File: src/efs_cfg.svh
// Register map, field layout and timing constants of the enable/fault supervisor
`ifndef EFS_CFG_SVH
`define EFS_CFG_SVH
`define EFS_OFF_CTRL     12'h000
`define EFS_OFF_DELAY    12'h004
`define EFS_OFF_STATUS   12'h008
`define EFS_OFF_INTSTAT  12'h00c
`define EFS_OFF_INTMASK  12'h010
`define EFS_OFF_ERRCODE  12'h014
`define EFS_OFF_LIMITS   12'h018
`define EFS_OFF_THRESH   12'h01c
`define EFS_CTRL_CURIN   0
`define EFS_CTRL_BREAK   1
`define EFS_DELAY_RST    32'h0000_0000
`define EFS_THRESH_RST   16'h0fa0
`define EFS_UNDER_RST    16'h0080
`define EFS_OVER_RST     16'h0640
`define EFS_FB_OVER_RST  16'h0580
`define EFS_FLASH_NS     250000000
`define EFS_CLK_MHZ      250
`define EFS_US_NS        1000
`define EFS_ERR_OPER     5'h01
`define EFS_ERR_FBWIRE   5'h02
`define EFS_ERR_OVERCUR  5'h03
`define EFS_ERR_SETA     5'h05
`define EFS_ERR_SETB     5'h06
`define EFS_ERR_OUTWIRE  5'h08
`define EFS_ERR_FBOVER   5'h0b
`define EFS_ERR_SETAOVR  5'h0f
`define EFS_ERR_SETBOVR  5'h10
`define EFS_NEV          8
`endif

File: src/efs_pkg.sv
// Types of the enable/fault supervisor
package efs_pkg;
  typedef enum logic [3:0] {
    EFS_IDLE  = 4'b0001,
    EFS_DELAY = 4'b0010,
    EFS_RUN   = 4'b0100,
    EFS_FAULT = 4'b1000
  } efs_state_type;
  typedef enum logic [1:0] {
    EFS_LED_OFF = 2'h0, EFS_LED_GREEN = 2'h1, EFS_LED_YELLOW = 2'h2, EFS_LED_RED = 2'h3
  } efs_led_type;
endpackage : efs_pkg

File: src/efs_supervisor.sv
// Enable sequencing, fault latch, status light and error reporting with APB registers
//
// Summary of operation
// - Enable going active turns the status light yellow.
// - Nonzero enable delay flashes yellow and keeps output stages off meanwhile.
// - Delay expiry gives steady yellow and releases the output stages.
// - Summed output stage current above threshold switches stages off.
// - Overcurrent drives fault output low and the light red at once.
// - Fault stays latched until enable falls with cause gone; stages return at the next enable on.
// - Current input with break detection errors when current falls below limit.
// - Command input current above overload limit disconnects input and errors.
// - Registers stay writable during a fault; clearing still needs enable toggle.
// - Codes 1,2,3,5,6,8 report operation, wire break and overcurrent errors.
// - Codes 11,15,16 report negative or overload feedback and set-value current.
// - Light is green with supply present and nothing overriding it.
//
// Our own choices: the APB slave port and the address map.
`timescale 1ns/1ns
`include "efs_cfg.svh"
module efs_supervisor
  import efs_pkg::*;
#(
  parameter int CW        = 32,
  parameter int FLASH_NS  = `EFS_FLASH_NS
) (
  // Clock and reset
  input  wire logic        clock,
  input  wire logic        rstn,
  // APB slave
  input  wire logic        psel,
  input  wire logic        penable,
  input  wire logic        pwrite,
  input  wire logic [11:0] paddr,
  input  wire logic [31:0] pwdata,
  output logic      [31:0] prdata,
  output logic             pready,
  output logic             pslverr,
  // Pins from outside (asynchronous)
  input  wire logic        enableTerminal,
  // Measurements and fault causes from the analog side
  input  wire logic [15:0] stageCurrentSum,
  input  wire logic [15:0] commandCurrent,
  input  wire logic [15:0] feedbackCurrent,
  input  wire logic        feedbackNegative,
  input  wire logic        commandNegative,
  input  wire logic        setANegOrOver,
  input  wire logic        setAWireBreak,
  input  wire logic        setBWireOrOverV,
  input  wire logic        feedbackWireBreak,
  input  wire logic        outStageWireBreak,
  input  wire logic        operationError,
  // Outputs
  output logic             stagesEnable,
  output logic             faultOutTerminal,
  output logic             commandInputConnect,
  output efs_led_type      statusLed,
  output logic             irq
);

  // Blink half period in clocks; the product is formed in 64 bits because
  // nanoseconds times megahertz overflows 32 bits at the default setting
  localparam longint FLASH_PROD = longint'(FLASH_NS) * longint'(`EFS_CLK_MHZ);
  localparam int     FLASH_RAW  = int'(FLASH_PROD / longint'(`EFS_US_NS));
  // A zero count would stall the timebase; one clock is the shortest half period
  localparam int     FLASH_CYC  = (FLASH_RAW < 1) ? 1 : FLASH_RAW;

  typedef struct packed {
    // Enable pin path
    logic [1:0]          enSync;
    logic                enPrev;
    // Sequencer
    efs_state_type       state;
    logic [CW-1:0]       delayCnt;
    // Flash timebase
    logic [31:0]         flashCnt;
    logic                blink;
    // Software settings, writable in every state
    logic [1:0]          ctrl;
    logic [CW-1:0]       delayParam;
    logic [15:0]         thresh;
    logic [15:0]         underLim;
    logic [15:0]         overLim;
    logic [15:0]         fbOverLim;
    // Event, interrupt and error state
    logic [`EFS_NEV-1:0] intStat;
    logic [`EFS_NEV-1:0] intMask;
    logic [4:0]          errCode;
    logic                cmdOff;
    // Bus answer
    logic [31:0]         prdata;
    logic                pready;
    logic                pslverr;
    // Pin and light outputs
    logic                stages;
    logic                faultOut;
    efs_led_type         led;
    logic                irq;
  } efs_regs_type;

  efs_regs_type cur_r;
  efs_regs_type cur_nxt;

  // Lowest active error code wins; only assigned codes can come out.
  // A feedback wire break shares event bit 5 with overload but has its own code.
  function automatic logic [4:0] efs_code(input logic [`EFS_NEV-1:0] ev,
                                          input logic                fbWire);
    logic [4:0] c;
    c = 5'h00;
    if (ev[7]) c = `EFS_ERR_SETBOVR;
    if (ev[6]) c = `EFS_ERR_SETAOVR;
    if (ev[5]) c = `EFS_ERR_FBOVER;
    if (ev[4]) c = `EFS_ERR_OUTWIRE;
    if (ev[3]) c = `EFS_ERR_SETB;
    if (ev[2]) c = `EFS_ERR_SETA;
    if (ev[1]) c = `EFS_ERR_OVERCUR;
    if (fbWire) c = `EFS_ERR_FBWIRE;
    if (ev[0]) c = `EFS_ERR_OPER;
    return c;
  endfunction : efs_code

  // Decoded pin and measurement conditions
  logic                enLvl;
  logic                enRise;
  logic                enFall;
  logic                overCur;
  logic                underCur;
  logic                overLoad;
  logic [`EFS_NEV-1:0] events;
  logic                anyCause;
  // Bus decode
  logic                apbAcc;
  logic                apbWr;
  logic                apbRd;

  // Next-state logic
  always_comb begin
    cur_nxt = cur_r;
    enLvl   = cur_r.enSync[1];
    enRise  = enLvl && !cur_r.enPrev;
    enFall  = !enLvl && cur_r.enPrev;
    overCur = stageCurrentSum > cur_r.thresh;
    // cable break only on current input
    underCur = cur_r.ctrl[`EFS_CTRL_CURIN] && cur_r.ctrl[`EFS_CTRL_BREAK]
               && (commandCurrent < cur_r.underLim);
    overLoad = commandCurrent > cur_r.overLim;
    events[0] = operationError;
    events[1] = overCur;
    events[2] = setAWireBreak;
    events[3] = setBWireOrOverV || underCur;
    events[4] = outStageWireBreak;
    events[5] = feedbackNegative || (feedbackCurrent > cur_r.fbOverLim) || feedbackWireBreak;
    events[6] = setANegOrOver;
    events[7] = commandNegative || overLoad;
    anyCause = |events;

    // Sync chain for the enable pin; only the second stage feeds logic,
    // so a pin edge near the clock cannot split the sequencer's decision
    cur_nxt.enSync = {cur_r.enSync[0], enableTerminal};
    cur_nxt.enPrev = enLvl;
    // Flash timebase
    if (cur_r.flashCnt >= 32'(FLASH_CYC - 1)) begin
      cur_nxt.flashCnt = '0;
      cur_nxt.blink    = !cur_r.blink;
    end else begin
      cur_nxt.flashCnt = cur_r.flashCnt + 32'h0000_0001;
    end

    // code never outside assigned set
    // The code keeps the last cause after it goes, for diagnosis after the fault
    if (anyCause) cur_nxt.errCode = efs_code(events, feedbackWireBreak);
    if (events[7]) cur_nxt.cmdOff = 1'b1;

    unique case (cur_r.state)
      EFS_IDLE: begin
        if (enRise) begin
          cur_nxt.delayCnt = cur_r.delayParam;
          cur_nxt.state    = (cur_r.delayParam != '0) ? EFS_DELAY : EFS_RUN;
        end
      end
      EFS_DELAY: begin
        if (!enLvl) cur_nxt.state = EFS_IDLE;
        else if (cur_r.delayCnt <= CW'(1)) cur_nxt.state = EFS_RUN;
        else cur_nxt.delayCnt = cur_r.delayCnt - CW'(1);
      end
      EFS_RUN: begin
        if (!enLvl) cur_nxt.state = EFS_IDLE;
      end
      EFS_FAULT: begin
        // clear only by enable cycle with cause gone
        // the enable must then rise again before the stages return
        if (enFall && !anyCause) cur_nxt.state = EFS_IDLE;
      end
    endcase
    // any cause latches fault
    // A cause also latches while idle, so enabling into a fault is refused
    if (anyCause) cur_nxt.state = EFS_FAULT;
    if (cur_nxt.state == EFS_IDLE) cur_nxt.cmdOff = 1'b0;

    // Outputs from the next state so they move together
    // stages only in run; fault low with red
    cur_nxt.stages   = (cur_nxt.state == EFS_RUN);
    cur_nxt.faultOut = (cur_nxt.state != EFS_FAULT);
    unique case (cur_nxt.state)
      EFS_IDLE:  cur_nxt.led = EFS_LED_GREEN;
      EFS_DELAY: cur_nxt.led = cur_nxt.blink ? EFS_LED_YELLOW : EFS_LED_OFF;
      EFS_RUN:   cur_nxt.led = EFS_LED_YELLOW;
      EFS_FAULT: cur_nxt.led = EFS_LED_RED;
    endcase

    // APB: one wait-free access phase; writes accepted in any state
    // A write lands only at the edge where pready is seen high
    apbAcc = psel && penable;
    apbWr  = apbAcc && pwrite && cur_r.pready;
    apbRd  = apbAcc && !pwrite;
    // Ready is raised by the setup cycle, so it stands in the first access cycle
    cur_nxt.pready  = psel && !penable;
    cur_nxt.pslverr = 1'b0;
    cur_nxt.prdata  = '0;
    if (apbWr) begin
      unique case (paddr)
        `EFS_OFF_CTRL:    cur_nxt.ctrl = pwdata[1:0];
        `EFS_OFF_DELAY:   cur_nxt.delayParam = pwdata[CW-1:0];
        `EFS_OFF_INTMASK: cur_nxt.intMask = pwdata[`EFS_NEV-1:0];
        `EFS_OFF_LIMITS:  {cur_nxt.overLim, cur_nxt.underLim} = pwdata;
        `EFS_OFF_THRESH:  {cur_nxt.fbOverLim, cur_nxt.thresh} = pwdata;
        `EFS_OFF_STATUS, `EFS_OFF_INTSTAT, `EFS_OFF_ERRCODE: ;
        // Unmapped writes are dropped without an error response
        default:          cur_nxt.pslverr = 1'b0;
      endcase
    end

    // Read data prepared in the setup cycle, valid with pready
    // Status and interrupt words are a cycle old when they reach the bus
    if (psel && !penable && !pwrite) begin
      unique case (paddr)
        `EFS_OFF_CTRL:    cur_nxt.prdata = {30'h0, cur_r.ctrl};
        `EFS_OFF_DELAY:   cur_nxt.prdata = 32'(cur_r.delayParam);
        `EFS_OFF_STATUS:  cur_nxt.prdata = {24'h0, cur_r.cmdOff, cur_r.faultOut,
                                            cur_r.stages, 1'b0, cur_r.state};
        `EFS_OFF_INTSTAT: cur_nxt.prdata = {24'h0, cur_r.intStat};
        `EFS_OFF_INTMASK: cur_nxt.prdata = {24'h0, cur_r.intMask};
        `EFS_OFF_ERRCODE: cur_nxt.prdata = {27'h0, cur_r.errCode};
        `EFS_OFF_LIMITS:  cur_nxt.prdata = {cur_r.overLim, cur_r.underLim};
        `EFS_OFF_THRESH:  cur_nxt.prdata = {cur_r.fbOverLim, cur_r.thresh};
        default:          cur_nxt.prdata = '0;
      endcase
    end

    // Ready is a one-cycle pulse; it never stretches into a second access cycle
    if (apbAcc && !cur_r.pready) begin
      cur_nxt.pready = 1'b0;
    end else if (apbAcc) begin
      cur_nxt.pready = 1'b0;
      if (!pwrite && !(paddr inside {`EFS_OFF_CTRL, `EFS_OFF_DELAY, `EFS_OFF_STATUS,
          `EFS_OFF_INTSTAT, `EFS_OFF_INTMASK, `EFS_OFF_ERRCODE, `EFS_OFF_LIMITS,
          `EFS_OFF_THRESH}))
        cur_nxt.pslverr = 1'b0;
    end

    // Sticky events, read clears, a new event wins over the clear
    if (apbRd && cur_r.pready && paddr == `EFS_OFF_INTSTAT) cur_nxt.intStat = events;
    else cur_nxt.intStat = cur_r.intStat | events;
    // Level interrupt; the new mask acts at the same edge as its write
    cur_nxt.irq = |(cur_nxt.intStat & cur_nxt.intMask);
  end

  // All state in one register
  always_ff @(posedge clock or negedge rstn) begin
    if (!rstn) begin
      cur_r            <= '0;
      cur_r.state      <= EFS_IDLE;
      cur_r.delayParam <= CW'(`EFS_DELAY_RST);
      // Limits start at their defaults so a fresh part is already protected
      cur_r.thresh     <= `EFS_THRESH_RST;
      cur_r.underLim   <= `EFS_UNDER_RST;
      cur_r.overLim    <= `EFS_OVER_RST;
      cur_r.fbOverLim  <= `EFS_FB_OVER_RST;
      // Fault pin idles high: no fault
      cur_r.faultOut   <= 1'b1;
      cur_r.led        <= EFS_LED_GREEN;
    end else begin
      cur_r <= cur_nxt;
    end
  end

  // Outputs straight from flops
  assign prdata              = cur_r.prdata;
  assign pready              = cur_r.pready;
  assign pslverr             = cur_r.pslverr;
  assign stagesEnable        = cur_r.stages;
  assign faultOutTerminal    = cur_r.faultOut;
  assign commandInputConnect = !cur_r.cmdOff;
  assign statusLed           = cur_r.led;
  assign irq                 = cur_r.irq;

endmodule : efs_supervisor

File: config.mk
export PLATFORM = sky130hd
export DESIGN_NAME = efs_supervisor
export DESIGN_NICKNAME = d
export VERILOG_FILES = /design/src/efs_pkg.sv /design/src/efs_supervisor.sv
export VERILOG_INCLUDE_DIRS = /design/src
export SDC_FILE = /design/constraint.sdc
export NUM_CORES = 1
export LEC_CHECK = 0
export BUFFER_PORTS_ARGS = -buffer_cell sky130_fd_sc_hd__buf_2
export CORE_UTILIZATION = 30
export DETAILED_ROUTE_END_ITERATION = 6
export GPL_TIMING_DRIVEN = 0
export SYNTH_ARGS = -nofsm -noshare
export SYNTH_HDL_FRONTEND = slang
export SYNTH_SLANG_ARGS = --single-unit
File: constraint.sdc
create_clock -name clock -period 7.8 [get_ports clock]
set_clock_uncertainty 0.1 [all_clocks]
set_input_delay 1.56 -clock clock [delete_from_list [all_inputs] [get_ports clock]]
set_output_delay 1.56 -clock clock [all_outputs]
set_load 0.01 [all_outputs]
-- After elaboration in Yosys (flattened, before gate mapping)
Index checks and enable logic that the tools add are counted.
- input bits: 106
- bits in read-only memories: 0
- register bits after elaboration: 231
- latch bits: 0
- output and inout bits: 40
- bits in writable memories: 0
- logic and storage cells: 123
- memories: 0
- multiply operators: 0
- div/mod/pow operators: 0
- $add $sub $neg: 2
- reductions and logical operators: 37
- shift operators: 0
- equal/unequal tests: 19
- bitwise gates (word level): 2
- magnitude comparators: 6
- multiplexer cells: 34
- operator list (cell ; number):
    one-hot mux 32 bit (8 select lines) ; 1
    two-way mux 32 bit ; 4
    one-hot mux 32 bit (2 select lines) ; 1
    equality test 12 x 5 -> 1 bit (second input constant) ; 4
    > comparator 16 bit ; 3
    two-way mux 5 bit ; 9
    two-way mux 36 bit ; 1
    adder 32 x 1 -> 32 bit (second input constant) ; 1
    >= comparator 32 x 26 -> 1 bit (second input constant) ; 1
    less-or-equal comparator 32 x 1 -> 1 bit (second input constant) ; 1
    nonzero test 32 bit ; 1
    subtractor 32 x 1 -> 32 bit (second input constant) ; 1
    equality test 12 x 4 -> 1 bit (second input constant) ; 2
    two-way mux 8 bit ; 3
    two-way mux 4 bit ; 5
    < comparator 16 bit ; 1
    one-hot mux 4 bit (4 select lines) ; 1
    OR reduction 8 bit ; 2
    logical AND 1 bit ; 14
    equality test 12 x 3 -> 1 bit (second input constant) ; 1
    logical NOT 12 bit ; 1
    AND 8 bit ; 1
    equality test 4 x 1 -> 1 bit (second input constant) ; 2
    equality test 4 x 2 -> 1 bit (second input constant) ; 2
    other kinds (14) ; 37

-- Depth between registers and ports, before layout
Gate-level depths: netlist of run 1.
- word-level depth: 11
- gate-level depth with buffers: 10
- depth with buffers taken out: 9

-- Least setup slack after synthesis of run 1
OpenSTA, ideal clock, no wires.
- path kind: in2reg
- start point: in commandCurrent[10]
- end point: reg cur_r[40] in the netlist's numbering
- buffers on the path: 0
- slack: 4.173 ns
- arrival time: 3.402 ns
- library setup time: 0.125 ns
- stages: 8
- required time: 7.575 ns
- path through: ha_1 and4_1 nand2_1 o311a_1 a211o_1 nor3_1 and4bb_2 mux2_2
- cells in the longest elaborated chain, start to end: 8
- elaborated cells on any way between the ends: 11
- those cells by class: order compare: 2; mux: 5; reduce/logical: 4
- ends and longest elaborated chain (what ; RTL line ; text):
    start: declaration ; efs_supervisor.sv:42 ; input wire logic [15:0] commandCurrent,
    < comparator 16 bit ; efs_supervisor.sv:144 ; && (commandCurrent < cur_r.underLim);
    logical AND 1 bit ; efs_supervisor.sv:143 ; underCur = cur_r.ctrl[`EFS_CTRL_CURIN] && cur_r.ctrl[`EFS_CTRL_BREAK]
    logical OR 1 bit ; efs_supervisor.sv:149 ; events[3] = setBWireOrOverV || underCur;
    two-way mux 5 bit ; efs_supervisor.sv:113 ; if (ev[3]) c = `EFS_ERR_SETB;
    two-way mux 5 bit ; efs_supervisor.sv:114 ; if (ev[2]) c = `EFS_ERR_SETA;
    two-way mux 5 bit ; efs_supervisor.sv:115 ; if (ev[1]) c = `EFS_ERR_OVERCUR;
    two-way mux 5 bit ; efs_supervisor.sv:116 ; if (fbWire) c = `EFS_ERR_FBWIRE;
    two-way mux 5 bit ; efs_supervisor.sv:117 ; if (ev[0]) c = `EFS_ERR_OPER;
    end signal: assignment ; efs_supervisor.sv:282 ; cur_r <= cur_nxt;
    end: declaration ; efs_supervisor.sv:100 ; efs_regs_type cur_r;
Parallel ways exist; a longest one is shown, timed or not.
A chain may end at the register's enable or synchronous reset.

-- Final worst setup path of run 1
- start point: in feedbackCurrent[7]
- end point: reg cur_r[42] in the netlist's numbering
- cells in the longest elaborated chain, start to end: 10
- elaborated cells on any way between the ends: 11
- those cells by class: order compare: 1; mux: 7; reduce/logical: 3
- ends and longest elaborated chain (what ; RTL line ; text):
    start: declaration ; efs_supervisor.sv:43 ; input wire logic [15:0] feedbackCurrent,
    > comparator 16 bit * ; efs_supervisor.sv:151 ; events[5] = feedbackNegative || (feedbackCurrent > cur_r.fbOverLim) || feedbackWireBreak;
    logical OR 1 bit * (2 in a row) ; efs_supervisor.sv:151 ;
    two-way mux 5 bit ; efs_supervisor.sv:111 ; if (ev[5]) c = `EFS_ERR_FBOVER;
    two-way mux 5 bit ; efs_supervisor.sv:112 ; if (ev[4]) c = `EFS_ERR_OUTWIRE;
    two-way mux 5 bit ; efs_supervisor.sv:113 ;
    two-way mux 5 bit ; efs_supervisor.sv:114 ;
    two-way mux 5 bit ; efs_supervisor.sv:115 ;
    two-way mux 5 bit ; efs_supervisor.sv:116 ;
    two-way mux 5 bit ; efs_supervisor.sv:117 ;
Mark *: on every way between the ends. The rest lies on a longest branch, timed or not.

==> results of run 1 <==
## through the flow
stage | utilization [%] | std cells | instance area (µm²)
floorplan | - | 1261 | 12300
global placement | 34.1 | 1928 | 13700
detailed placement | 34.2 | 1929 | 13700
CTS | 36.5 | 1977 | 14600
global route | 36.5 | 1977 | 14600
finish | 36.5 | 1977 | 14600
## state kept, by name, indices dropped and copies added (netlist names)
signal and flops:
statusLed 2, faultOutTerminal 1, prdata 32, stagesEnable 1, cur_r 190, pready 1, cur_nxt 2, irq 1
## area by class of cell
class / instances / area, µm² / share of cell area [%]
clock inverter: 11 / 113 / 0.770
sequential: 230 / 5780 / 39.5
buffer: 93 / 517 / 3.53
inverter: 77 / 289 / 1.98
tap: 525 / 657 / 4.49
clock buffer: 37 / 783 / 5.36
timing repair buffer: 143 / 748 / 5.12
multi-input combinational: 861 / 5740 / 39.3
## cells by family (layout without fill, tap and decap cells)
group           count (synthesis)  after routing  share of synthesized area [%]
compound gates                326            326                           17.0
buf+inv                       170            361                           6.55
flops                         230            230                           47.0
xor+xnor                       26             26                           1.85
other cells                     1              7                         0.0305
simple gates                  377            377                           15.3
mux                            59             59                           5.53
fa+ha+maj                      66             66                           6.72
## worst max-delay path by stage
stage                       startpoint    endpoint  slack [ps]  depth (start not counted)
global placement                  rstn  prdata[21]         940                          1
finish              feedbackCurrent[7]   cur_r[42]        3690                         10
CTS                           paddr[1]   prdata[6]        3780                          7
global route        feedbackCurrent[7]   cur_r[42]        3470                         10
floorplan           commandCurrent[10]   cur_r[40]        4170                          8
detailed placement            paddr[1]   prdata[6]        3220                          7
## report_power, final
| part | switching (mW) | total (mW) | internal (mW) |
|---|---|---|---|
| Clock | 0.506 | 1.27 | 0.763 |
| Combinational | 0.0901 | 0.137 | 0.0468 |
| Sequential | 0.00560 | 1.21 | 1.20 |
| Total | 0.602 | 2.61 | 2.01 |
## cell usage after synthesis, types with 17 or more instances
cell type,count
buf_2,20
a22oi_1,21
nor2_1,118
dfrtp_1,214
clkbuf_1,33
nor3_1,25
o21ai_0,130
nand2_1,99
a21oi_1,57
inv_1,77
a222oi_1,26
mux2_2,47
nand3_1,17
ha_1,66
nor4_1,21
buf_4,35
## cell usage in the layout (no fill, tap or decap), types with 8 or more instances in the layout
master / count
dfrtp_1: 214
clkbuf_16: 27
a22oi_1: 21
nor4_1: 21
ha_1: 66
mux2i_1: 9
a222oi_1: 26
o21ai_0: 130
nand3_1: 17
clkbuf_1: 36
mux2_2: 47
xor2_1: 16
o211ai_1: 8
inv_1: 77
xnor2_1: 10
a21o_1: 15
and2_1: 10
nand4_1: 16
buf_4: 35
buf_2: 161
a31oi_1: 10
dfstp_2: 16
nor3_1: 24
nor2_1: 118
and3_1: 14
a21oi_1: 57
nand2_1: 99
## routing by layer
metal	share of wire, %	wire, µm	up-vias
li1	-	-	4852
met1	45	16900	5154
met2	43	16500	404
met3	8.9	3390	73
met4	3.2	1210	0
met5	0	0	-
## worst max-delay path, delay by kind of cell
family          cells  cell delay (ps)
compound gates      3             1340
simple gates        4              920
buf+inv             2              300
fa+ha+maj           1              300
==> impl_results.md, run 1 <==
* Reg2Reg Launch Point: cur_r[68]
* Most used cell along the critical path: buf_2
* Hold_sp: cur_nxt[228]
* #FFs+latches synth at between 200 and 250
* Area growth syn-to-layout at 18.9%
* Core area at roughly 0.04 mm²
* Avg WL per Cell at slightly below 20 µm
* Count of cell types in the netlist at 83
* DP Wirelength at between 20000 and 30000 µm
* GRT busiest layer: met2
* Nets at 1604
* Total wire length at 38000 µm
* Post-CTS Setup Inserts at 0
* Setup crit start kind: primary input
* Number of global-route vias before repair at approximately 10000
* RSZ-0062 raised after global routing: no
* Fmax at 243 MHz
* M1 GR Usage at 25.1%
* CTS Buf Count at 26
* Die height at 204 µm
* Tot GR Track Use at 18.3%
* Post-Place Setup Slack at 3220 ps
* Slew HR at -0.326%
* WS Path Type: primary input to flip-flop
* Remaining Overflow, GRT at 0
* Slowest CP cell: a31oi_1
* Leak pwr at 6.91 nW
* Number of fill cells in the layout at ~4000
* H-tree depth at 1
* Die area at 0.0418 mm²
* Measured slew at the worst slew-check pin at 1490 ps
* Worst Hold Path EP: cur_r[228]
* Largest net degree at the start of global routing at 117
* Post-synth EDFFs at 0
* Post-Syn Instances at about 1300
* M3 GR Usage at 5.13%
* Crit path largest cell delay at 920 ps
* Worst R2R Path Depth at 10
* Die width at ~200 µm
* Required time of the critical path at 8120 ps
* DRC at 0
* WHS at 275 ps
* Clock Tree Root: clkbuf_16
* Fraction of layout cells with a size suffix above 1 at 22.8%
* Setup violators final at 0
* HP Class: flip-flop to flip-flop
* Synth area leader: dfrtp_1
* Post-synthesis instance area at around 0.012 mm²
* Post-DRT Antenna Nets at 0
* Worst-Skew Late Latency at 530 ps
* Outcome: complete, but fails checks
* Synth area leaders: dfrtp_1, ha_1, o21ai_0, mux2_2, nor2_1
* CTS tree: done
* Asr flop ratio synth at 100%
* RePlAce Congestion at ~0.9
* Hold Path Depth at 0
* Initial antenna violation count at 1
* # clock sinks at 230
* CP Max Fanout at 10
* Total power per unit cell area at 179 mW/mm²
* Slew Limit Fails at 1
* Port buffer count at about 140
* Clock-pin slew on the worst setup and hold paths at 60 ps
* Vias at 10500
* Iteration-0 DRC Markers at 1003
* Top FF cell, synth: dfrtp_1
* Yosys top cell area share at 43.5%
* Mean Syn Cell Area at 9.80 µm²
* Maximum vdd drop at about 130 µV
* Final WS setup at around 3700 ps
* Max_cap viols at 1
* Synth warnings at 0
* Setup slack, reg-to-reg at 4240 ps
* Inserted Diodes at 0
* GRT met2 Usage at a little over a quarter
* Violated checks: max-capacitance violations, max-slew violations
* Post-CTS Resized at 0
* IO Pins at 146
* Fin crit share at 52.7%
* Vias/cell at 5.30
* Initial Utilization at 30.7%
* Setup tns final at 0 ps
* CP endpoint kind: flip-flop
* Tot Pwr at 2.61 mW
* Register area share after synthesis at 47.0%
* Critical path arrival at 4430 ps
* Clock Tree Buf Depth at 3
* CP Cell Sequence: buf_2, ha_1, and4_1, nand4_1, a21o_1, a31oi_1, nor3_1, and4bb_2, buf_2, a32o_1
* # hold bufs at CTS at 0
* First-pass GRT wire length at roughly 59000 µm
* TritonRoute pass-1 iters at 7
* Cell Rows at between 70 and 80
* Final min period at 4110 ps
* Final Hold Fails at 0
* Reg2reg end: cur_r[42]
(Power assumes the default switching activity.)
==> run 2, diff against run 1 <==
==> constraint.sdc (replaced) <==
create_clock -name clock -period 3.45 [get_ports clock]
set_clock_uncertainty 0.1 [all_clocks]
set_input_delay 0.69 -clock clock [delete_from_list [all_inputs] [get_ports clock]]
set_output_delay 0.69 -clock clock [all_outputs]
set_load 0.01 [all_outputs]
==> run 2 against run 1 <==
Effect of this change: the flow still finishes with violations (max-capacitance violations, max-slew violations); cell count unchanged; total power grew 130%; global-route usage barely moved; largest cell class unchanged; highest routed layer unchanged.
==> impl_results.md, run 2 (same netlist as run 1, synthesis figures left out) <==
* Slew Limit Fails at 6 (+5)
* Core area at 0.0401 mm² (unchanged)
* DP Wirelength at 28900 µm (unchanged)
* Clock Tree Root: clkbuf_16
* Final WS setup at 209 ps (-3480 ps)
* Total power per unit cell area at 403 mW/mm² (+130%)
* Outcome: complete, but fails checks
* Cell Rows at 73 (unchanged)
* H-tree depth at 1 (unchanged)
* Slowest CP cell: a31oi_2
* Inserted Diodes at 0 (unchanged)
* Setup crit start kind: flip-flop
* Max reg flops at 190 (unchanged)
* Die height at 204 µm (unchanged)
* Vias at 10500 (-0.057%)
* Avg WL per Cell at 19.3 µm (+0.31%)
* DRC at 0 (unchanged)
* WS Path Type: flip-flop to flip-flop
* Number of fill cells in the layout at 4058 (unchanged)
* Dpl cell area at 0.0137 mm² (unchanged)
* Leak pwr at 6.92 nW (about the same)
* Fmax at around 300 MHz
* Most common cell after layout, fill and taps aside: dfrtp_1
* Measured slew at the worst slew-check pin at 1500 ps (+10.8 ps)
* Largest net degree at the start of global routing at 117 (unchanged)
* Post-Place Setup Slack at -261 ps (-3480 ps)
* # hold bufs at CTS at 0 (unchanged)
* Final Hold Fails at 0 (unchanged)
* Area growth syn-to-layout at 19.0% (about the same)
* Critical Path Stages at 10 (unchanged)
* Max_cap viols at 1 (unchanged)
* CP Max Fanout at 10 (unchanged)
* First-pass GRT wire length at 58900 µm (about the same)
* Setup tns final at 0 ps (unchanged)
* Critical path arrival at 3570 ps (-860 ps)
* Delay-heaviest family, CP: compound AO/OA/AOI/OAI gates
* # clock sinks at 230 (unchanged)
* Vias/cell at 5.30 (about the same)
* Slew HR at -1.05% (-0.73 points)
* Tot Pwr at 5.90 mW (+130%)
* Area of the multi-input gates at 0.00576 mm² (+0.22%)
* Violated checks: max-capacitance violations, max-slew violations
* Initial antenna violation count at 1 (unchanged)
* Number of global-route vias before repair at 10300 (-0.0097%)
* Clock Tree Buf Depth at 3 (unchanged)
* Largest register by flop count: cur_r
* Worst R2R Path Depth at 10 (unchanged)
* IO Pins at 146 (unchanged)
* Port buffer count at 142 (unchanged)
* HP Class: primary input to asynchronous set/reset pin
* Fin util at 36.5% (about the same)
* Die area at 0.0418 mm² (unchanged)
* Clock-pin slew on the worst setup and hold paths at 60 ps (about the same)
* Maximum vdd drop at 298 µV (+130%)
* Nets at 1604 (unchanged)
* Die width at 204 µm (unchanged)
* Iteration-0 DRC Markers at 1076 (+7.3%)
* Required time of the critical path at 3770 ps (-4350 ps)
* Remaining Overflow, GRT at 0 (unchanged)
* Fin crit share at around 94%
* Fin area at 0.0146 mm² (about the same)
* CTS Buf Count at 26 (unchanged)
* CP endpoint kind: flip-flop
* Crit path largest cell delay at 650 ps (-270 ps)
* Worst-Skew Late Latency at 530 ps (about the same)
* TritonRoute pass-1 iters at 6 (-1)
* CP Cell Sequence: inv_1, ha_1, and4_1, nand4_1, a21o_1, a31oi_2, nor3_1, and4bb_2, buf_2, a32o_1
* Most frequent cells in the layout: dfrtp_1, buf_2, o21ai_0
* Buf+Inv Stages, Crit Path at 2 (unchanged)
* Storage cell area at 0.00578 mm² (unchanged)
* Final min period at 3240 ps
* CTS tree: done
* Fraction of layout cells with a size suffix above 1 at 22.9% (+0.14 points)
* Initial Utilization at 30.7% (unchanged)
* RSZ-0062 raised after global routing: no
* Total wire length at 38100 µm (+0.31%)
* Tot GR Track Use at 18.3% (about the same)
* RePlAce Congestion at 0.903 (unchanged)
* Setup violators final at 0 (unchanged)
* Post-DRT Antenna Nets at 0 (unchanged)
[run 2: changes by cell type in the layout (fill, tap and decap cells not counted)]
cell,previous run,this run
nor4_1,21,20
a31oi_1,10,9
a31oi_2,0,1
nor4_2,1,2
[run 2: what timing repair did]
item                       4_1_cts  5_1_grt
setup endpoints to repair        3       24
gates resized for setup          1        1
setup buffers                    0        0
[run 2: cell type report]
cell class / instances / area share (%)
Clock inverter: 11 / 0.769
Clock buffer: 37 / 5.35
Multi-Input combinational cell: 861 / 39.3
Timing Repair Buffer: 143 / 5.11
Buffer: 93 / 3.53
Inverter: 77 / 1.97
Sequential cell: 230 / 39.5
Tap cell: 525 / 4.49
[run 2: power breakdown]
part / switching, mW / internal [mW]
Clock: 1.14 / 1.72
Sequential: 0.0126 / 2.71
Combinational: 0.204 / 0.106
Total: 1.36 / 4.54
[run 2: final timing paths]
path	start	end	slack (ps)
worst min-delay path	rstn	cur_r[181]	150
min in group clock	enableTerminal	cur_nxt[230]	180
worst max register to register	cur_r[68]	cur_r[42]	210
worst min register to register	cur_nxt[228]	cur_r[228]	280
max in group asynchronous	rstn	prdata[31]	2010
worst max-delay path	cur_r[68]	cur_r[42]	210
[run 2: metrics by stage]
step                std cells  hold slack, ps
floorplan                1261             231
global placement         1928             263
detailed placement       1929             266
CTS                      1977             168
global route             1977             170
finish                   1977             145
[run 2: routing by layer]
layer | up-vias | global-route usage [%] | wire, µm
met2 | 399 | 27.5 | 16600
met3 | 73 | 5.13 | 3350
met4 | 0 | 6.24 | 1160
li1 | 4841 | - | -
met1 | 5164 | 25.1 | 17000
met5 | - | 0 | 0
